$ cat config.mk
export PLATFORM = sky130hd
export DESIGN_NAME = rxpc_ctrl
export DESIGN_NICKNAME = d
export VERILOG_FILES = /design/src/common/rxpc_pkg.sv /design/src/core/rxpc_ctrl.sv
export VERILOG_INCLUDE_DIRS = /design/src /design/src/common
export SDC_FILE = /design/constraint.sdc
export NUM_CORES = 1
export LEC_CHECK = 0
export BUFFER_PORTS_ARGS = -buffer_cell sky130_fd_sc_hd__buf_4
export CORE_MARGIN = 5
export CORE_UTILIZATION = 57
export CTS_CLUSTER_DIAMETER = 100
export DETAILED_ROUTE_END_ITERATION = 8
export HOLD_SLACK_MARGIN = 0.12
export PLACE_DENSITY_LB_ADDON = 0.15
export SYNTH_ARGS = -nofsm -noshare
export SYNTH_HDL_FRONTEND = slang
export SYNTH_SLANG_ARGS = --single-unit
$ cat constraint.sdc
create_clock -name ref_clk -period 9.9 [get_ports ref_clk]
set_input_delay 0.495 -clock ref_clk [delete_from_list [all_inputs] [get_ports ref_clk]]
set_output_delay 0.495 -clock ref_clk [all_outputs]
set_load 0.01 [all_outputs]
$ cat src/common/rxpc_defs.svh
/*
  Offsets, field positions, reset values and timing counts of the
  receive-count and pause-control register slice.
  Assumes an APB slave with 32-bit data and a 200 MHz ref_clk.
*/
// Operation
// - Written decrement lowers packet count by one
// - Written zero leaves packet count alone
// - Pause meanings only in full duplex
// - Op 11 sends zero-time pause, clears
// - Op 10 repeats pause frames with timer
// - Op 01 sends one pause, clears
`ifndef RXPC_DEFS_SVH
`define RXPC_DEFS_SVH

`define RXPC_ADDR_W        12
`define RXPC_OFS_CTRL_ONE  12'h000
`define RXPC_OFS_STATUS    12'h004
`define RXPC_OFS_MAC_TWO   12'h008
`define RXPC_OFS_PAUSE_VAL 12'h00c

`define RXPC_BIT_DEC_CMD   8
`define RXPC_FLD_OP_HI     7
`define RXPC_FLD_OP_LO     6
`define RXPC_BIT_FULL_DPX  0

`define RXPC_RST_COUNT     8'h00
`define RXPC_RST_OP        2'h0
`define RXPC_RST_PAUSE     16'h0000
`define RXPC_COUNT_MAX     8'hff

`define RXPC_OP_IDLE       2'h0
`define RXPC_OP_SINGLE     2'h1
`define RXPC_OP_PERIODIC   2'h2
`define RXPC_OP_END        2'h3
`define RXPC_END_TIME      16'h0000

`define RXPC_CLK_PERIOD_PS 5000
`define RXPC_REPEAT_NS     10000
`define RXPC_REPEAT_CYC    ((`RXPC_REPEAT_NS * 1000) / `RXPC_CLK_PERIOD_PS)

`endif

$ cat src/common/rxpc_pkg.sv
/*
  Types of the receive-count and pause-control register slice.
  Assumes rxpc_defs.svh sits beside it on the include path.
*/
package rxpc_pkg;

  typedef enum logic [1:0] {
    RXPC_IDLE,
    RXPC_SEND,
    RXPC_WAIT
  } rxpc_fsm_e;

  typedef struct packed {
    logic [7:0]  pending_rx_packet_count;
    logic [1:0]  flow_ctrl_operation;
    logic        full_duplex_select;
    logic [15:0] pause_timer_value;
    logic [31:0] prdata;
    rxpc_fsm_e   fsm;
    logic [1:0]  cur_op;
    logic [11:0] wait_cnt;
    logic        pause_req;
    logic [15:0] pause_time;
    logic        backpressure;
  } rxpc_state_s;

  typedef struct packed {
    logic        pause_req;
    logic [15:0] pause_time;
  } rxpc_pause_s;

endpackage

$ cat src/core/rxpc_ctrl.sv
/*
  APB register slice for the pending receive-packet counter and the
  flow-control (pause / backpressure) command field.
  Assumes the transmitter accepts a pause request with a one-cycle
  pause_ack, and the receiver pulses rx_pkt_done once per stored packet.
*/
// Implementation choices: the APB interface to the registers and the placing of the registers.
`timescale 1ns/1ps
`include "rxpc_defs.svh"

module rxpc_ctrl (
  input  wire logic                    ref_clk,      // 200 MHz clock
  input  wire logic                    sys_rst,      // Sync reset, high
  input  wire logic                    psel,         // APB select
  input  wire logic                    penable,      // APB access phase
  input  wire logic                    pwrite,       // APB direction
  input  wire logic [`RXPC_ADDR_W-1:0] paddr,        // APB byte address
  input  wire logic [31:0]             pwdata,       // APB write data
  output logic [31:0]                  prdata,       // APB read data
  output logic                         pready,       // APB ready
  output logic                         pslverr,      // Unmapped address
  input  wire logic                    rx_pkt_done,  // One packet stored
  output rxpc_pkg::rxpc_pause_s        pause_out,    // Pause request and time
  input  wire logic                    pause_ack,    // Pause frame sent
  output logic                         backpressure, // Half-duplex preamble
  output logic [7:0]                   pending_rx_packet_count // Count
);

  rxpc_pkg::rxpc_state_s state_reg;
  rxpc_pkg::rxpc_state_s state_next;

  logic        wr_acc;
  logic        rd_setup;
  logic        mapped;
  logic        ctrl_wr;
  logic        dec_cmd;
  logic        op_clear;
  logic [11:0] repeat_load;

  ////////////////////////////////////////////////////////////////////////
  // Bus decode

  assign wr_acc      = psel && penable && pwrite;
  assign rd_setup    = psel && !penable && !pwrite;
  assign mapped      = (paddr == `RXPC_OFS_CTRL_ONE) ||
                       (paddr == `RXPC_OFS_STATUS) ||
                       (paddr == `RXPC_OFS_MAC_TWO) ||
                       (paddr == `RXPC_OFS_PAUSE_VAL);
  assign ctrl_wr     = wr_acc && (paddr == `RXPC_OFS_CTRL_ONE);
  assign repeat_load = 12'(`RXPC_REPEAT_CYC - 1);

  // Zero wait states: read data is caught in the setup cycle
  assign pready  = 1'b1;
  assign pslverr = psel && penable && !mapped;

  ////////////////////////////////////////////////////////////////////////
  // Next state

  always_comb
  begin
    state_next = state_reg;
    op_clear   = 1'b0;
    dec_cmd = ctrl_wr && pwdata[`RXPC_BIT_DEC_CMD];
    case ({rx_pkt_done, dec_cmd})
      2'b10:
      begin
        if (state_reg.pending_rx_packet_count != `RXPC_COUNT_MAX)
          state_next.pending_rx_packet_count = state_reg.pending_rx_packet_count + 8'h01;
      end
      2'b01:
      begin
        // Saturates so a stray decrement cannot wrap to 255
        if (state_reg.pending_rx_packet_count != `RXPC_RST_COUNT)
          state_next.pending_rx_packet_count = state_reg.pending_rx_packet_count - 8'h01;
      end
      default:
      begin
        state_next.pending_rx_packet_count = state_reg.pending_rx_packet_count;
      end
    endcase

    if (wr_acc && (paddr == `RXPC_OFS_MAC_TWO))
      state_next.full_duplex_select = pwdata[`RXPC_BIT_FULL_DPX];
    if (wr_acc && (paddr == `RXPC_OFS_PAUSE_VAL))
      state_next.pause_timer_value = pwdata[15:0];

    // Pause sequencer
    case (state_reg.fsm)
      rxpc_pkg::RXPC_IDLE:
      begin
        if (state_reg.full_duplex_select &&
            (state_reg.flow_ctrl_operation != `RXPC_OP_IDLE))
        begin
          state_next.cur_op    = state_reg.flow_ctrl_operation;
          state_next.pause_req = 1'b1;
          if (state_reg.flow_ctrl_operation == `RXPC_OP_END)
            state_next.pause_time = `RXPC_END_TIME;
          else
            state_next.pause_time = state_reg.pause_timer_value;
          state_next.fsm = rxpc_pkg::RXPC_SEND;
        end
      end
      rxpc_pkg::RXPC_SEND:
      begin
        // Request held until the transmitter takes it
        if (pause_ack)
        begin
          state_next.pause_req = 1'b0;
          if (state_reg.cur_op == `RXPC_OP_PERIODIC)
          begin
            state_next.wait_cnt = repeat_load;
            state_next.fsm      = rxpc_pkg::RXPC_WAIT;
          end
          else
          begin
            op_clear       = (state_reg.flow_ctrl_operation == state_reg.cur_op);
            state_next.fsm = rxpc_pkg::RXPC_IDLE;
          end
        end
      end
      rxpc_pkg::RXPC_WAIT:
      begin
        if (!state_reg.full_duplex_select ||
            (state_reg.flow_ctrl_operation != `RXPC_OP_PERIODIC))
          state_next.fsm = rxpc_pkg::RXPC_IDLE;
        else if (state_reg.wait_cnt == 12'h000)
        begin
          state_next.pause_req  = 1'b1;
          state_next.pause_time = state_reg.pause_timer_value;
          state_next.fsm        = rxpc_pkg::RXPC_SEND;
        end
        else
          state_next.wait_cnt = state_reg.wait_cnt - 12'h001;
      end
      default:
      begin
        state_next.fsm       = rxpc_pkg::RXPC_IDLE;
        state_next.pause_req = 1'b0;
      end
    endcase

    // Software write wins over the hardware clear in the same cycle
    if (ctrl_wr)
      state_next.flow_ctrl_operation = pwdata[`RXPC_FLD_OP_HI:`RXPC_FLD_OP_LO];
    else if (op_clear)
      state_next.flow_ctrl_operation = `RXPC_OP_IDLE;

    state_next.backpressure = !state_reg.full_duplex_select &&
                              (state_reg.flow_ctrl_operation != `RXPC_OP_IDLE);

    if (rd_setup)
    begin
      case (paddr)
        `RXPC_OFS_CTRL_ONE:
          state_next.prdata = {24'h000000, state_reg.flow_ctrl_operation, 6'h00};
        `RXPC_OFS_STATUS:
          state_next.prdata = {24'h000000, state_reg.pending_rx_packet_count};
        `RXPC_OFS_MAC_TWO:
          state_next.prdata = {31'h00000000, state_reg.full_duplex_select};
        `RXPC_OFS_PAUSE_VAL:
          state_next.prdata = {16'h0000, state_reg.pause_timer_value};
        default:
          state_next.prdata = 32'h00000000;
      endcase
    end
  end

  always_ff @(posedge ref_clk)
  begin
    if (sys_rst)
    begin
      state_reg.pending_rx_packet_count <= `RXPC_RST_COUNT;
      state_reg.flow_ctrl_operation     <= `RXPC_RST_OP;
      state_reg.full_duplex_select      <= 1'b0;
      state_reg.pause_timer_value       <= `RXPC_RST_PAUSE;
      state_reg.prdata                  <= 32'h00000000;
      state_reg.fsm                     <= rxpc_pkg::RXPC_IDLE;
      state_reg.cur_op                  <= `RXPC_OP_IDLE;
      state_reg.wait_cnt                <= 12'h000;
      state_reg.pause_req               <= 1'b0;
      state_reg.pause_time              <= `RXPC_RST_PAUSE;
      state_reg.backpressure            <= 1'b0;
    end
    else
      state_reg <= state_next;
  end

  assign prdata                  = state_reg.prdata;
  assign pause_out               = {state_reg.pause_req, state_reg.pause_time};
  assign backpressure            = state_reg.backpressure;
  assign pending_rx_packet_count = state_reg.pending_rx_packet_count;

  ////////////////////////////////////////////////////////////////////////
  // Assertions

  logic no_inc_wr;
  assign no_inc_wr = !rx_pkt_done;

  a_dec_count_drop: assert property (@(posedge ref_clk) disable iff (sys_rst)
    dec_cmd && no_inc_wr && (state_reg.pending_rx_packet_count != 8'h00)
    |=> state_reg.pending_rx_packet_count ==
        $past(state_reg.pending_rx_packet_count) - 8'h01)
    else $error("count not lowered by one after decrement");

  a_zero_keeps_count: assert property (@(posedge ref_clk) disable iff (sys_rst)
    ctrl_wr && !pwdata[`RXPC_BIT_DEC_CMD] && no_inc_wr
    |=> $stable(state_reg.pending_rx_packet_count))
    else $error("count changed without a decrement");

  // frames start only in full duplex
  a_fdx_frame_start: assert property (@(posedge ref_clk) disable iff (sys_rst)
    $rose(state_reg.pause_req) |-> $past(state_reg.full_duplex_select))
    else $error("pause frame requested outside full duplex");

  a_end_zero_time: assert property (@(posedge ref_clk) disable iff (sys_rst)
    state_reg.pause_req && (state_reg.cur_op == `RXPC_OP_END)
    |-> state_reg.pause_time == `RXPC_END_TIME)
    else $error("end-of-flow pause frame carries nonzero time");

  a_periodic_wait: assert property (@(posedge ref_clk) disable iff (sys_rst)
    (state_reg.fsm == rxpc_pkg::RXPC_SEND) && pause_ack &&
    (state_reg.cur_op == `RXPC_OP_PERIODIC)
    |=> (state_reg.fsm == rxpc_pkg::RXPC_WAIT) && !state_reg.pause_req &&
        (state_reg.wait_cnt == repeat_load))
    else $error("periodic pause did not start its interval");

  a_periodic_repeat: assert property (@(posedge ref_clk) disable iff (sys_rst)
    (state_reg.fsm == rxpc_pkg::RXPC_WAIT) && (state_reg.wait_cnt == 12'h000) &&
    state_reg.full_duplex_select && (state_reg.flow_ctrl_operation == `RXPC_OP_PERIODIC)
    |=> state_reg.pause_req && (state_reg.pause_time == $past(state_reg.pause_timer_value)))
    else $error("periodic pause frame not repeated");

  a_single_clears: assert property (@(posedge ref_clk) disable iff (sys_rst)
    (state_reg.fsm == rxpc_pkg::RXPC_SEND) && pause_ack && !ctrl_wr &&
    (state_reg.cur_op == `RXPC_OP_SINGLE) &&
    (state_reg.flow_ctrl_operation == `RXPC_OP_SINGLE)
    |=> (state_reg.flow_ctrl_operation == `RXPC_OP_IDLE) ##1 !state_reg.pause_req)
    else $error("single pause op not cleared after frame");

  a_half_backpr: assert property (@(posedge ref_clk) disable iff (sys_rst)
    ##1 (backpressure == ($past(!state_reg.full_duplex_select) &&
                          ($past(state_reg.flow_ctrl_operation) != 2'h0))))
    else $error("backpressure does not follow duplex and op");

  a_inc_dec_cancel: assert property (@(posedge ref_clk) disable iff (sys_rst)
    dec_cmd && rx_pkt_done
    |=> $stable(state_reg.pending_rx_packet_count))
    else $error("count moved when store and decrement met");

  a_dec_reads_zero: assert property (@(posedge ref_clk) disable iff (sys_rst)
    rd_setup && (paddr == `RXPC_OFS_CTRL_ONE)
    |=> !state_reg.prdata[`RXPC_BIT_DEC_CMD])
    else $error("decrement bit read back as one");

  a_half_no_frame: assert property (@(posedge ref_clk) disable iff (sys_rst)
    !state_reg.full_duplex_select && (state_reg.fsm == rxpc_pkg::RXPC_IDLE)
    |=> !state_reg.pause_req)
    else $error("pause frame launched in half duplex");

  a_fdx_no_backpr: assert property (@(posedge ref_clk) disable iff (sys_rst)
    state_reg.full_duplex_select
    |=> !backpressure)
    else $error("backpressure asserted in full duplex");

  a_end_clears: assert property (@(posedge ref_clk) disable iff (sys_rst)
    (state_reg.fsm == rxpc_pkg::RXPC_SEND) && pause_ack && !ctrl_wr &&
    (state_reg.cur_op == `RXPC_OP_END) && (state_reg.flow_ctrl_operation == `RXPC_OP_END)
    |=> state_reg.flow_ctrl_operation == `RXPC_OP_IDLE)
    else $error("end-of-flow op not cleared after frame");

  a_req_holds: assert property (@(posedge ref_clk) disable iff (sys_rst)
    state_reg.pause_req && !pause_ack
    |=> state_reg.pause_req && $stable(state_reg.pause_time))
    else $error("pause request dropped before acknowledge");

  a_wait_aborts: assert property (@(posedge ref_clk) disable iff (sys_rst)
    (state_reg.fsm == rxpc_pkg::RXPC_WAIT) &&
    (!state_reg.full_duplex_select || (state_reg.flow_ctrl_operation != `RXPC_OP_PERIODIC))
    |=> (state_reg.fsm == rxpc_pkg::RXPC_IDLE) && !state_reg.pause_req)
    else $error("periodic interval kept running after op change");

  c_decrement: cover property (@(posedge ref_clk) disable iff (sys_rst)
    dec_cmd && (state_reg.pending_rx_packet_count != 8'h00));
  c_periodic_twice: cover property (@(posedge ref_clk) disable iff (sys_rst)
    (state_reg.fsm == rxpc_pkg::RXPC_WAIT) ##1 $rose(state_reg.pause_req));
  c_end_frame: cover property (@(posedge ref_clk) disable iff (sys_rst)
    pause_ack && (state_reg.cur_op == `RXPC_OP_END));
  c_backpressure: cover property (@(posedge ref_clk) disable iff (sys_rst)
    $rose(backpressure));
  c_inc_dec: cover property (@(posedge ref_clk) disable iff (sys_rst)
    dec_cmd && rx_pkt_done);

endmodule

==> flow_metrics.tcl, run 1 <==
set metrics [dict create \
    post_cts_resized 0 \
    drc 0 \
    path_cells "buf_4 > nor4_1 > nand3_2 > nor4_1 > and2_1 > ha_1 > xor2_1 > ha_1 > or3_1 > a21oi_1 > or4_1 > a31oi_1 > xnor2_1 > nor2_1" \
    hold_buffers 0 \
    clock-skew-final_ns 0.01077 \
    outcome "complete, no violations" \
    cp_slowest_cell "nor4_1" \
    dr.first_iter.drc_count 263 \
    wl_per_cell_um 15.86 \
    initial_core_util_pct 58.84 \
    syn_to_final_growth_pct 8.033 \
    fmax_mhz 246.9 \
    die_w_um 96.53 \
    layout_commonest_cell "buf_4" \
    place_inst 618 \
    post_cts_buffers 0 \
    rsz0062_at_grt "no" \
    cts_tree "built" \
    syn_inst 519 \
    core_um2 7253 \
    finalInstanceArea_um2 4611 \
    drive_above_1_share_pct 19.44 \
    diodes 0 \
    n_fill_cell 641 \
    drv_cap 0 \
    required_ns 10.11 \
    finalHoldViolCount 0 \
    cp-end-kind "register" \
    slew_violations 0 \
    worstMarginPinSlew_ns 0.9952 \
    syn_area_um2 4268 \
    synth_flop_cell "dfxtp_1" \
    grt_pass1_vias 3292 \
    nNetsFinal 586 \
    cp-start-kind "input port" \
    max_slew_margin_pct 33.44 \
    post-route-period-util_pct 40.91 \
    dieHeight_um 96.53 \
    final_cell_mix "buf_4 (78), dfxtp_1 (77), nor2_1 (65)" \
    cp.arrival_ns 4.26 \
    crit_family "simple AND/OR/NAND/NOR gates" \
    synthDistinctLibCells 52 \
    placed_area_um2 4429 \
    clkTransAtPathRegs_ns 0.09 \
    grt_max_degree 78 \
    finalPower_mw 0.5666 \
    grt_pass1_wl_um 15950 \
    htree_levels 3 \
    totalWireLength_um 10050 \
    gp_congestion 0.7908 \
    finalSetupViolCount 0 \
    synthArstFlopShare_pct 0 \
    grt_overflow 0 \
    clockBufferDepth 2 \
    hp-class "in -> reg" \
    crit_buf_inv 1 \
    largest_reg_flops 35 \
    cts_buffers 9 \
    synth_warnings 0 \
    p_leak_nw 1.744 \
    dieArea_um2 9318 \
    clock_latency_ns 0.35 \
    firstDrtPassIters 5 \
    peakVddDrop_uv 73.21 \
    ys_ff_latch 77 \
    critical-path-max-stage-delay_ns 0.59 \
    crit_fanout 17 \
    vias 3656 \
    std_cell_rows 31 \
    viasPerCell 5.767 \
    critPathKind "in -> reg" \
    final_cells 634 \
    io_pins 111 \
    final_antenna_net_count 0 \
    dp_hpwl_um 6957 \
    fin_tns_setup_ns 0 \
    avgSynthCellArea_um2 8.223 \
    grtUsageTotal_pct 21.81 \
    cts.sinks 77 \
    powerDensity_nw_per_um2 122.9 \
    cts_root_buf "clkbuf_8" \
    fin_crit_ns 4.051 \
    synth-seq-area-share_pct 36.12 \
    numPortBuffers 77 \
    antenna_found_initial 0 \
    synth_edf_count 0 \
]
-- worst register-to-register path, cell delays in order, from the launching register on --
cell and delay, ns:
dfxtp_1 0.34, inv_1 0.06, ha_1 0.17, or4b_4 0.52
nor3_4 0.26, nand3_1 0.51, nand3_1 0.28, a31oi_1 0.11
-- synth_stat cells (5+ instances only) --
cell      instances  area share (%)
o21ai_0          11             1.3
ha_1              5             1.5
nor4_1            6            0.88
nand2_1          21             1.8
nand3_1          33             3.9
nor3_1           19             2.2
xor2_1            6             1.2
clkbuf_1         26             2.3
buf_4            58              10
a311oi_1          5             1.0
a31oi_1          22             3.2
inv_1             9            0.79
a211oi_1          5            0.88
buf_2             5            0.59
mux2i_1          25             5.9
and3_1            6            0.88
nor2_1           65             5.7
a22oi_1          26             4.6
a21oi_1          29             3.4
xnor2_1           6             1.2
dfxtp_1          77              36
-- metrics by stage --
stage	utilization (%)	hold slack (ns)	worst slack, ns
2_1_floorplan	-	0.4583	6.029
3_3_place_gp	61.07	0.4726	5.643
3_5_place_dp	61.07	0.4805	5.501
4_1_cts	63.57	0.3594	5.859
5_1_grt	63.57	0.3576	5.429
6_report	63.57	0.3760	5.849
-- cell type report --
class	instances	area, um^2	area share [%]
Inverter	9	33.78	0.7327
Tap cell	99	123.9	2.687
Clock inverter	7	57.56	1.248
Sequential cell	77	1541	33.43
Clock buffer	9	123.9	2.687
Timing Repair Buffer	78	585.6	12.70
Multi-Input combinational cell	355	2145	46.51
-- power breakdown --
group	total, mW	internal (mW)	switching, mW	leakage, nW
registers	0.313	0.310	0.00226	0.620
logic	0.0328	0.0139	0.0189	1.04
clock network	0.221	0.0944	0.127	0.0881
total	0.567	0.419	0.148	1.74
-- kinds of logic after synthesis --
| kind of cell | share of synthesized area, % |
|---|---|
| other | 0.1760 |
| buffers and inverters | 14.95 |
| xor gates and xnor gates | 2.463 |
| adders and majority gates | 1.466 |
| muxes | 6.127 |
| AOI/OAI and AO/OA | 16.74 |
| DFF | 36.12 |
| and+or+nand+nor | 21.96 |
-- routing by layer --
metal | vias to the layer above | global-route usage [%] | share of wire (%)
li1 | 1803 | - | -
met1 | 1730 | 29.89 | 45
met2 | 112 | 33.79 | 47
met3 | 11 | 5.345 | 6.6
met4 | 0 | 6.776 | 1.1
met5 | - | 0 | 0
-- worst paths after layout --
kind	slack, ns	endpoint	depth (start not counted)	from
setup / recovery	5.85	pending_rx_packet_count[6]	14	paddr[5]
hold / removal	0.38	state_reg[78]	3	pwdata[12]
setup reg to reg	7.50	pause_out[8]	7	state_reg[18]
hold reg to reg	0.50	prdata[5]	2	prdata[5]
No activity file was read; power rests on OpenSTA's default activity.
==> run 2: changes to the inputs <==
- CORE_UTILIZATION: 57 -> 53
- clock period: 9.9 -> 4.2 ns (I/O delays scaled with it)
==> flow_metrics.tcl, run 2 (synthesis results as in run 1) <==
set metrics [dict create \
    hold_slack_ns 0.2377 \
    final_util_pct 62.37 \
    grtUsageTotal_pct 20.64 \
    powerDensity_nw_per_um2 310.5 \
    std_cell_rows 32 \
    syn_to_final_growth_pct 13.52 \
    dr.first_iter.drc_count 184 \
    dieArea_um2 9947 \
    clock-skew-final_ns 0.01483 \
    final_antenna_net_count 0 \
    totalWireLength_um 10290 \
    slew_violations 0 \
    grt_pass1_vias 3501 \
    worstMarginPinSlew_ns 1.006 \
    reg2reg_depth 7 \
    clkTransAtPathRegs_ns 0.08 \
    dp_hpwl_um 7042 \
    initial_core_util_pct 54.95 \
    cts.sinks 77 \
    cts_tree "built" \
    cp-start-kind "input port" \
    gp_congestion 0.8144 \
    finalHoldViolCount 0 \
    p_leak_nw 1.853 \
    rsz0062_at_grt "no" \
    final_cell_mix "buf_4 (80), dfxtp_1 (77), nor2_1 (65)" \
    wl_per_cell_um 15.71 \
    crit_end "pending_rx_packet_count[7]" \
    cts_buffers 9 \
    fin_crit_ns 3.351 \
    io_pins 111 \
    post_cts_buffers 0 \
    n_fill_cell 691 \
    max_slew_margin_pct 32.72 \
    layout_commonest_cell "buf_4" \
    numPortBuffers 77 \
    clockBufferDepth 2 \
    drive_above_1_share_pct 18.99 \
    nNetsFinal 604 \
    fmax_mhz 298.4 \
    fin_tns_setup_ns 0 \
    diodes 0 \
    grt_max_degree 78 \
    hp-class "in -> reg" \
    dieHeight_um 99.74 \
    cp.arrival_ns 3.57 \
    core_um2 7767 \
    rr_endpoint "pause_out[6]" \
    cts_root_buf "clkbuf_8" \
    hold_buffers 16 \
    largest_reg_flops 35 \
    post_cts_resized 0 \
    post-route-period-util_pct 79.78 \
    finalWorstSetupSlack_ns 0.8491 \
    grt_pass1_wl_um 16760 \
    viasPerCell 5.757 \
    finalSetupViolCount 0 \
    firstDrtPassIters 5 \
    clock_latency_ns 0.36 \
    peakVddDrop_uv 242.7 \
    critPathLaunch "paddr[11]" \
    cp-end-kind "register" \
    crit_fanout 16 \
    die_w_um 99.74 \
    antenna_found_initial 0 \
    r2r_start "state_reg[18]" \
    htree_levels 3 \
    drc 0 \
    required_ns 4.42 \
    drv_cap 0 \
    r2r_slack_ns 1.77 \
    vias 3771 \
    grt_overflow 0 \
    critPathKind "in -> reg" \
    outcome "complete, no violations" \
    place_ws_ns 0.4896 \
]
-- run 2: how the worst min path moves through the flow --
| stage | start | end | slack, ns | cells past startpoint |
|---|---|---|---|---|
| 3_3_place_gp | pwdata[4] | state_reg[70] | 0.45 | 3 |
| 4_1_cts | pause_ack | state_reg[32] | 0.22 | 4 |
| 6_report | pause_ack | state_reg[32] | 0.24 | 4 |
| 5_1_grt | pause_ack | state_reg[33] | 0.27 | 3 |
| 2_1_floorplan | pwdata[6] | state_reg[83] | 0.35 | 2 |
| 3_5_place_dp | pwdata[5] | state_reg[71] | 0.45 | 3 |
-- run 2: power by group --
group / total (mW) / switching (mW) / internal (mW) / leakage (nW)
clock network: 0.678 / 0.283 / 0.395 / 0.121
logic: 0.0898 / 0.0474 / 0.0425 / 1.11
registers: 0.737 / 0.00535 / 0.731 / 0.620
-- run 2: critical path, cell delays in order --
cell and delay (ns):
buf_4 0.11, nor4_1 0.45, nand3_2 0.16, nor4_1 0.59, and2_1 0.28, ha_1 0.22, buf_4 0.22, nor4bb_1 0.33
a221oi_1 0.13, or3_1 0.37, a221oi_1 0.29, xnor2_1 0.16, nor2_1 0.05
-- run 2: cell type report --
| class | instances | area [um^2] | area share (%) |
|---|---|---|---|
| multi-input cells | 355 | 2145 | 44.27 |
| clock inverters | 6 | 108.9 | 2.247 |
| inverters | 9 | 33.78 | 0.6973 |
| flip-flops and latches | 77 | 1541 | 31.82 |
| clock buffers | 10 | 127.6 | 2.634 |
| well taps | 102 | 127.6 | 2.634 |
| repair buffers | 96 | 760.7 | 15.70 |
-- run 2: per-stage QoR --
| stage | std cells | total power [mW] | cell area, um^2 |
|---|---|---|---|
| final | 655 | 1.504 | 4845 |
| after global routing | 655 | 1.551 | 4845 |
| after CTS | 655 | 1.512 | 4845 |
| after detailed placement | 623 | 0.8305 | 4448 |
| after global placement | 623 | 0.8294 | 4448 |
| after floorplan | 534 | 0.8081 | 4324 |
-- run 2: metal layers --
| metal | track usage, % | share of wire (%) | vias up |
|---|---|---|---|
| met2 | 32.22 | 47 | 147 |
| met5 | 0 | 0 | - |
| met4 | 6.618 | 1.6 | 0 |
| met3 | 5.119 | 7.4 | 14 |
| li1 | - | - | 1838 |
| met1 | 27.99 | 44 | 1772 |
==> run 3: changes to the inputs <==
- clock period: 4.2 -> 3.1 ns (I/O delays scaled with it)
==> flow_metrics.tcl, run 3 (synthesis results as in run 1) <==
set metrics [dict create \
    antenna_found_initial 0 \
    wl_per_cell_um 15.94 \
    post-route-period-util_pct 89.48 \
    critical-path-max-stage-delay_ns 0.36 \
    cts_root_buf "clkbuf_8" \
    cts.sinks 77 \
    dieArea_um2 9947 \
    grt_overflow 0 \
    clockBufferDepth 2 \
    cts_tree "built" \
    fmax_mhz 360.5 \
    peakVddDrop_uv 306.0 \
    totalWireLength_um 10590 \
    cp.arrival_ns 2.98 \
    min_delay_path_depth 4 \
    diodes 0 \
    std_cell_rows 32 \
    drive_above_1_share_pct 21.17 \
    p_leak_nw 1.916 \
    place_ws_ns -0.001923 \
    reg2reg_depth 7 \
    worstMarginPinSlew_ns 0.7809 \
    dieHeight_um 99.74 \
    placed_area_um2 4566 \
    clock-skew-final_ns 0.008721 \
    cp-end-kind "register" \
    final_antenna_net_count 0 \
    finalHoldViolCount 0 \
    finalInstanceArea_um2 4985 \
    cts_buffers 9 \
    initial_core_util_pct 54.95 \
    die_w_um 99.74 \
    viasPerCell 5.648 \
    syn_to_final_growth_pct 16.80 \
    place_inst 632 \
    cp_slowest_cell "nor4_4" \
    firstDrtPassIters 5 \
    gp_congestion 0.7818 \
    required_ns 3.30 \
    layout_commonest_cell "buf_4" \
    finalWorstSetupSlack_ns 0.3260 \
    outcome "complete, no violations" \
    cp-start-kind "input port" \
    core_um2 7767 \
    clock_latency_ns 0.35 \
    vias 3750 \
    final_cells 664 \
    powerDensity_nw_per_um2 421.4 \
    dr.first_iter.drc_count 260 \
    nNetsFinal 613 \
    final_cell_mix "buf_4 (89), dfxtp_1 (77), nor2_1 (65)" \
    dp_hpwl_um 7288 \
    hp-class "in -> reg" \
    drc 0 \
    grtUsageTotal_pct 21.11 \
    clkTransAtPathRegs_ns 0.07 \
    grt_max_degree 78 \
    io_pins 111 \
    post_cts_buffers 0 \
    slew_violations 0 \
    fin_crit_ns 2.774 \
    largest_reg_flops 35 \
    rsz0062_at_grt "no" \
    grt_pass1_wl_um 17190 \
    critPathKind "in -> reg" \
    crit_fanout 16 \
    grt_pass1_vias 3518 \
    max_slew_margin_pct 47.94 \
    drv_cap 0 \
    numPortBuffers 77 \
    finalSetupViolCount 0 \
    htree_levels 3 \
    path_cells "buf_4 > nor4_4 > nand3_2 > nor4_4 > and2_4 > ha_2 > buf_4 > nor4bb_1 > a221oi_1 > or3_1 > a221oi_1 > xnor2_1 > nor2_1" \
]
run 3: what timing repair did:
item / in CTS / in global routing
hold buffers: 16 / 0
resized for setup: 0 / 0
endpoints found under the hold margin: 19 / 0
run 3: path summary, 6_finish.rpt:
path                 startpoint                         end  slack [ns]
setup / recovery       paddr[5]  pending_rx_packet_count[7]        0.33
hold / removal        pause_ack               state_reg[32]        0.17
setup reg to reg  state_reg[18]               pause_out[13]        0.64
hold reg to reg   state_reg[18]               state_reg[18]        0.50
run 3: layout make-up:
class / instances / area (um^2)
Fill cell: 702 / 2783
Multi-Input combinational cell: 355 / 2195
Sequential cell: 77 / 1541
Timing Repair Buffer: 105 / 828.3
Clock buffer: 13 / 168.9
Tap cell: 102 / 127.6
Clock inverter: 3 / 90.09
Inverter: 9 / 33.78
run 3: where the power goes:
group,internal [mW],switching [mW]
logic,0.0610,0.0682
clock network,0.602,0.370
registers,0.991,0.00777
total,1.65,0.446
run 3: metal layers:
layer	routed length [um]	share of wire, %	global-route usage, %
met3	744	7.0	5.610
met1	4588	43	27.58
met2	5144	49	34.63
met5	0	0	0
met4	110	1.0	5.252
run 3: stage by stage:
stage	power [mW]	hold WS [ns]	TNS, ns	utilization, %
5_1_grt	2.171	0.1812	0	64.18
6_report	2.100	0.1701	0	64.18
2_1_floorplan	1.097	0.2910	0	-
3_3_place_gp	1.132	0.3909	0	58.78
4_1_cts	2.115	0.1535	0	64.18
3_5_place_dp	1.134	0.3971	-0.001923	58.78
run 3: worst max-delay path, delay by kind of cell:
| kind | cells | cell delay [ns] |
|---|---|---|
| AOI/OAI and AO/OA | 2 | 0.40 |
| and+or+nand+nor | 7 | 1.76 |
| xor gates and xnor gates | 1 | 0.16 |
| buffers and inverters | 2 | 0.32 |
| adders and majority gates | 1 | 0.18 |
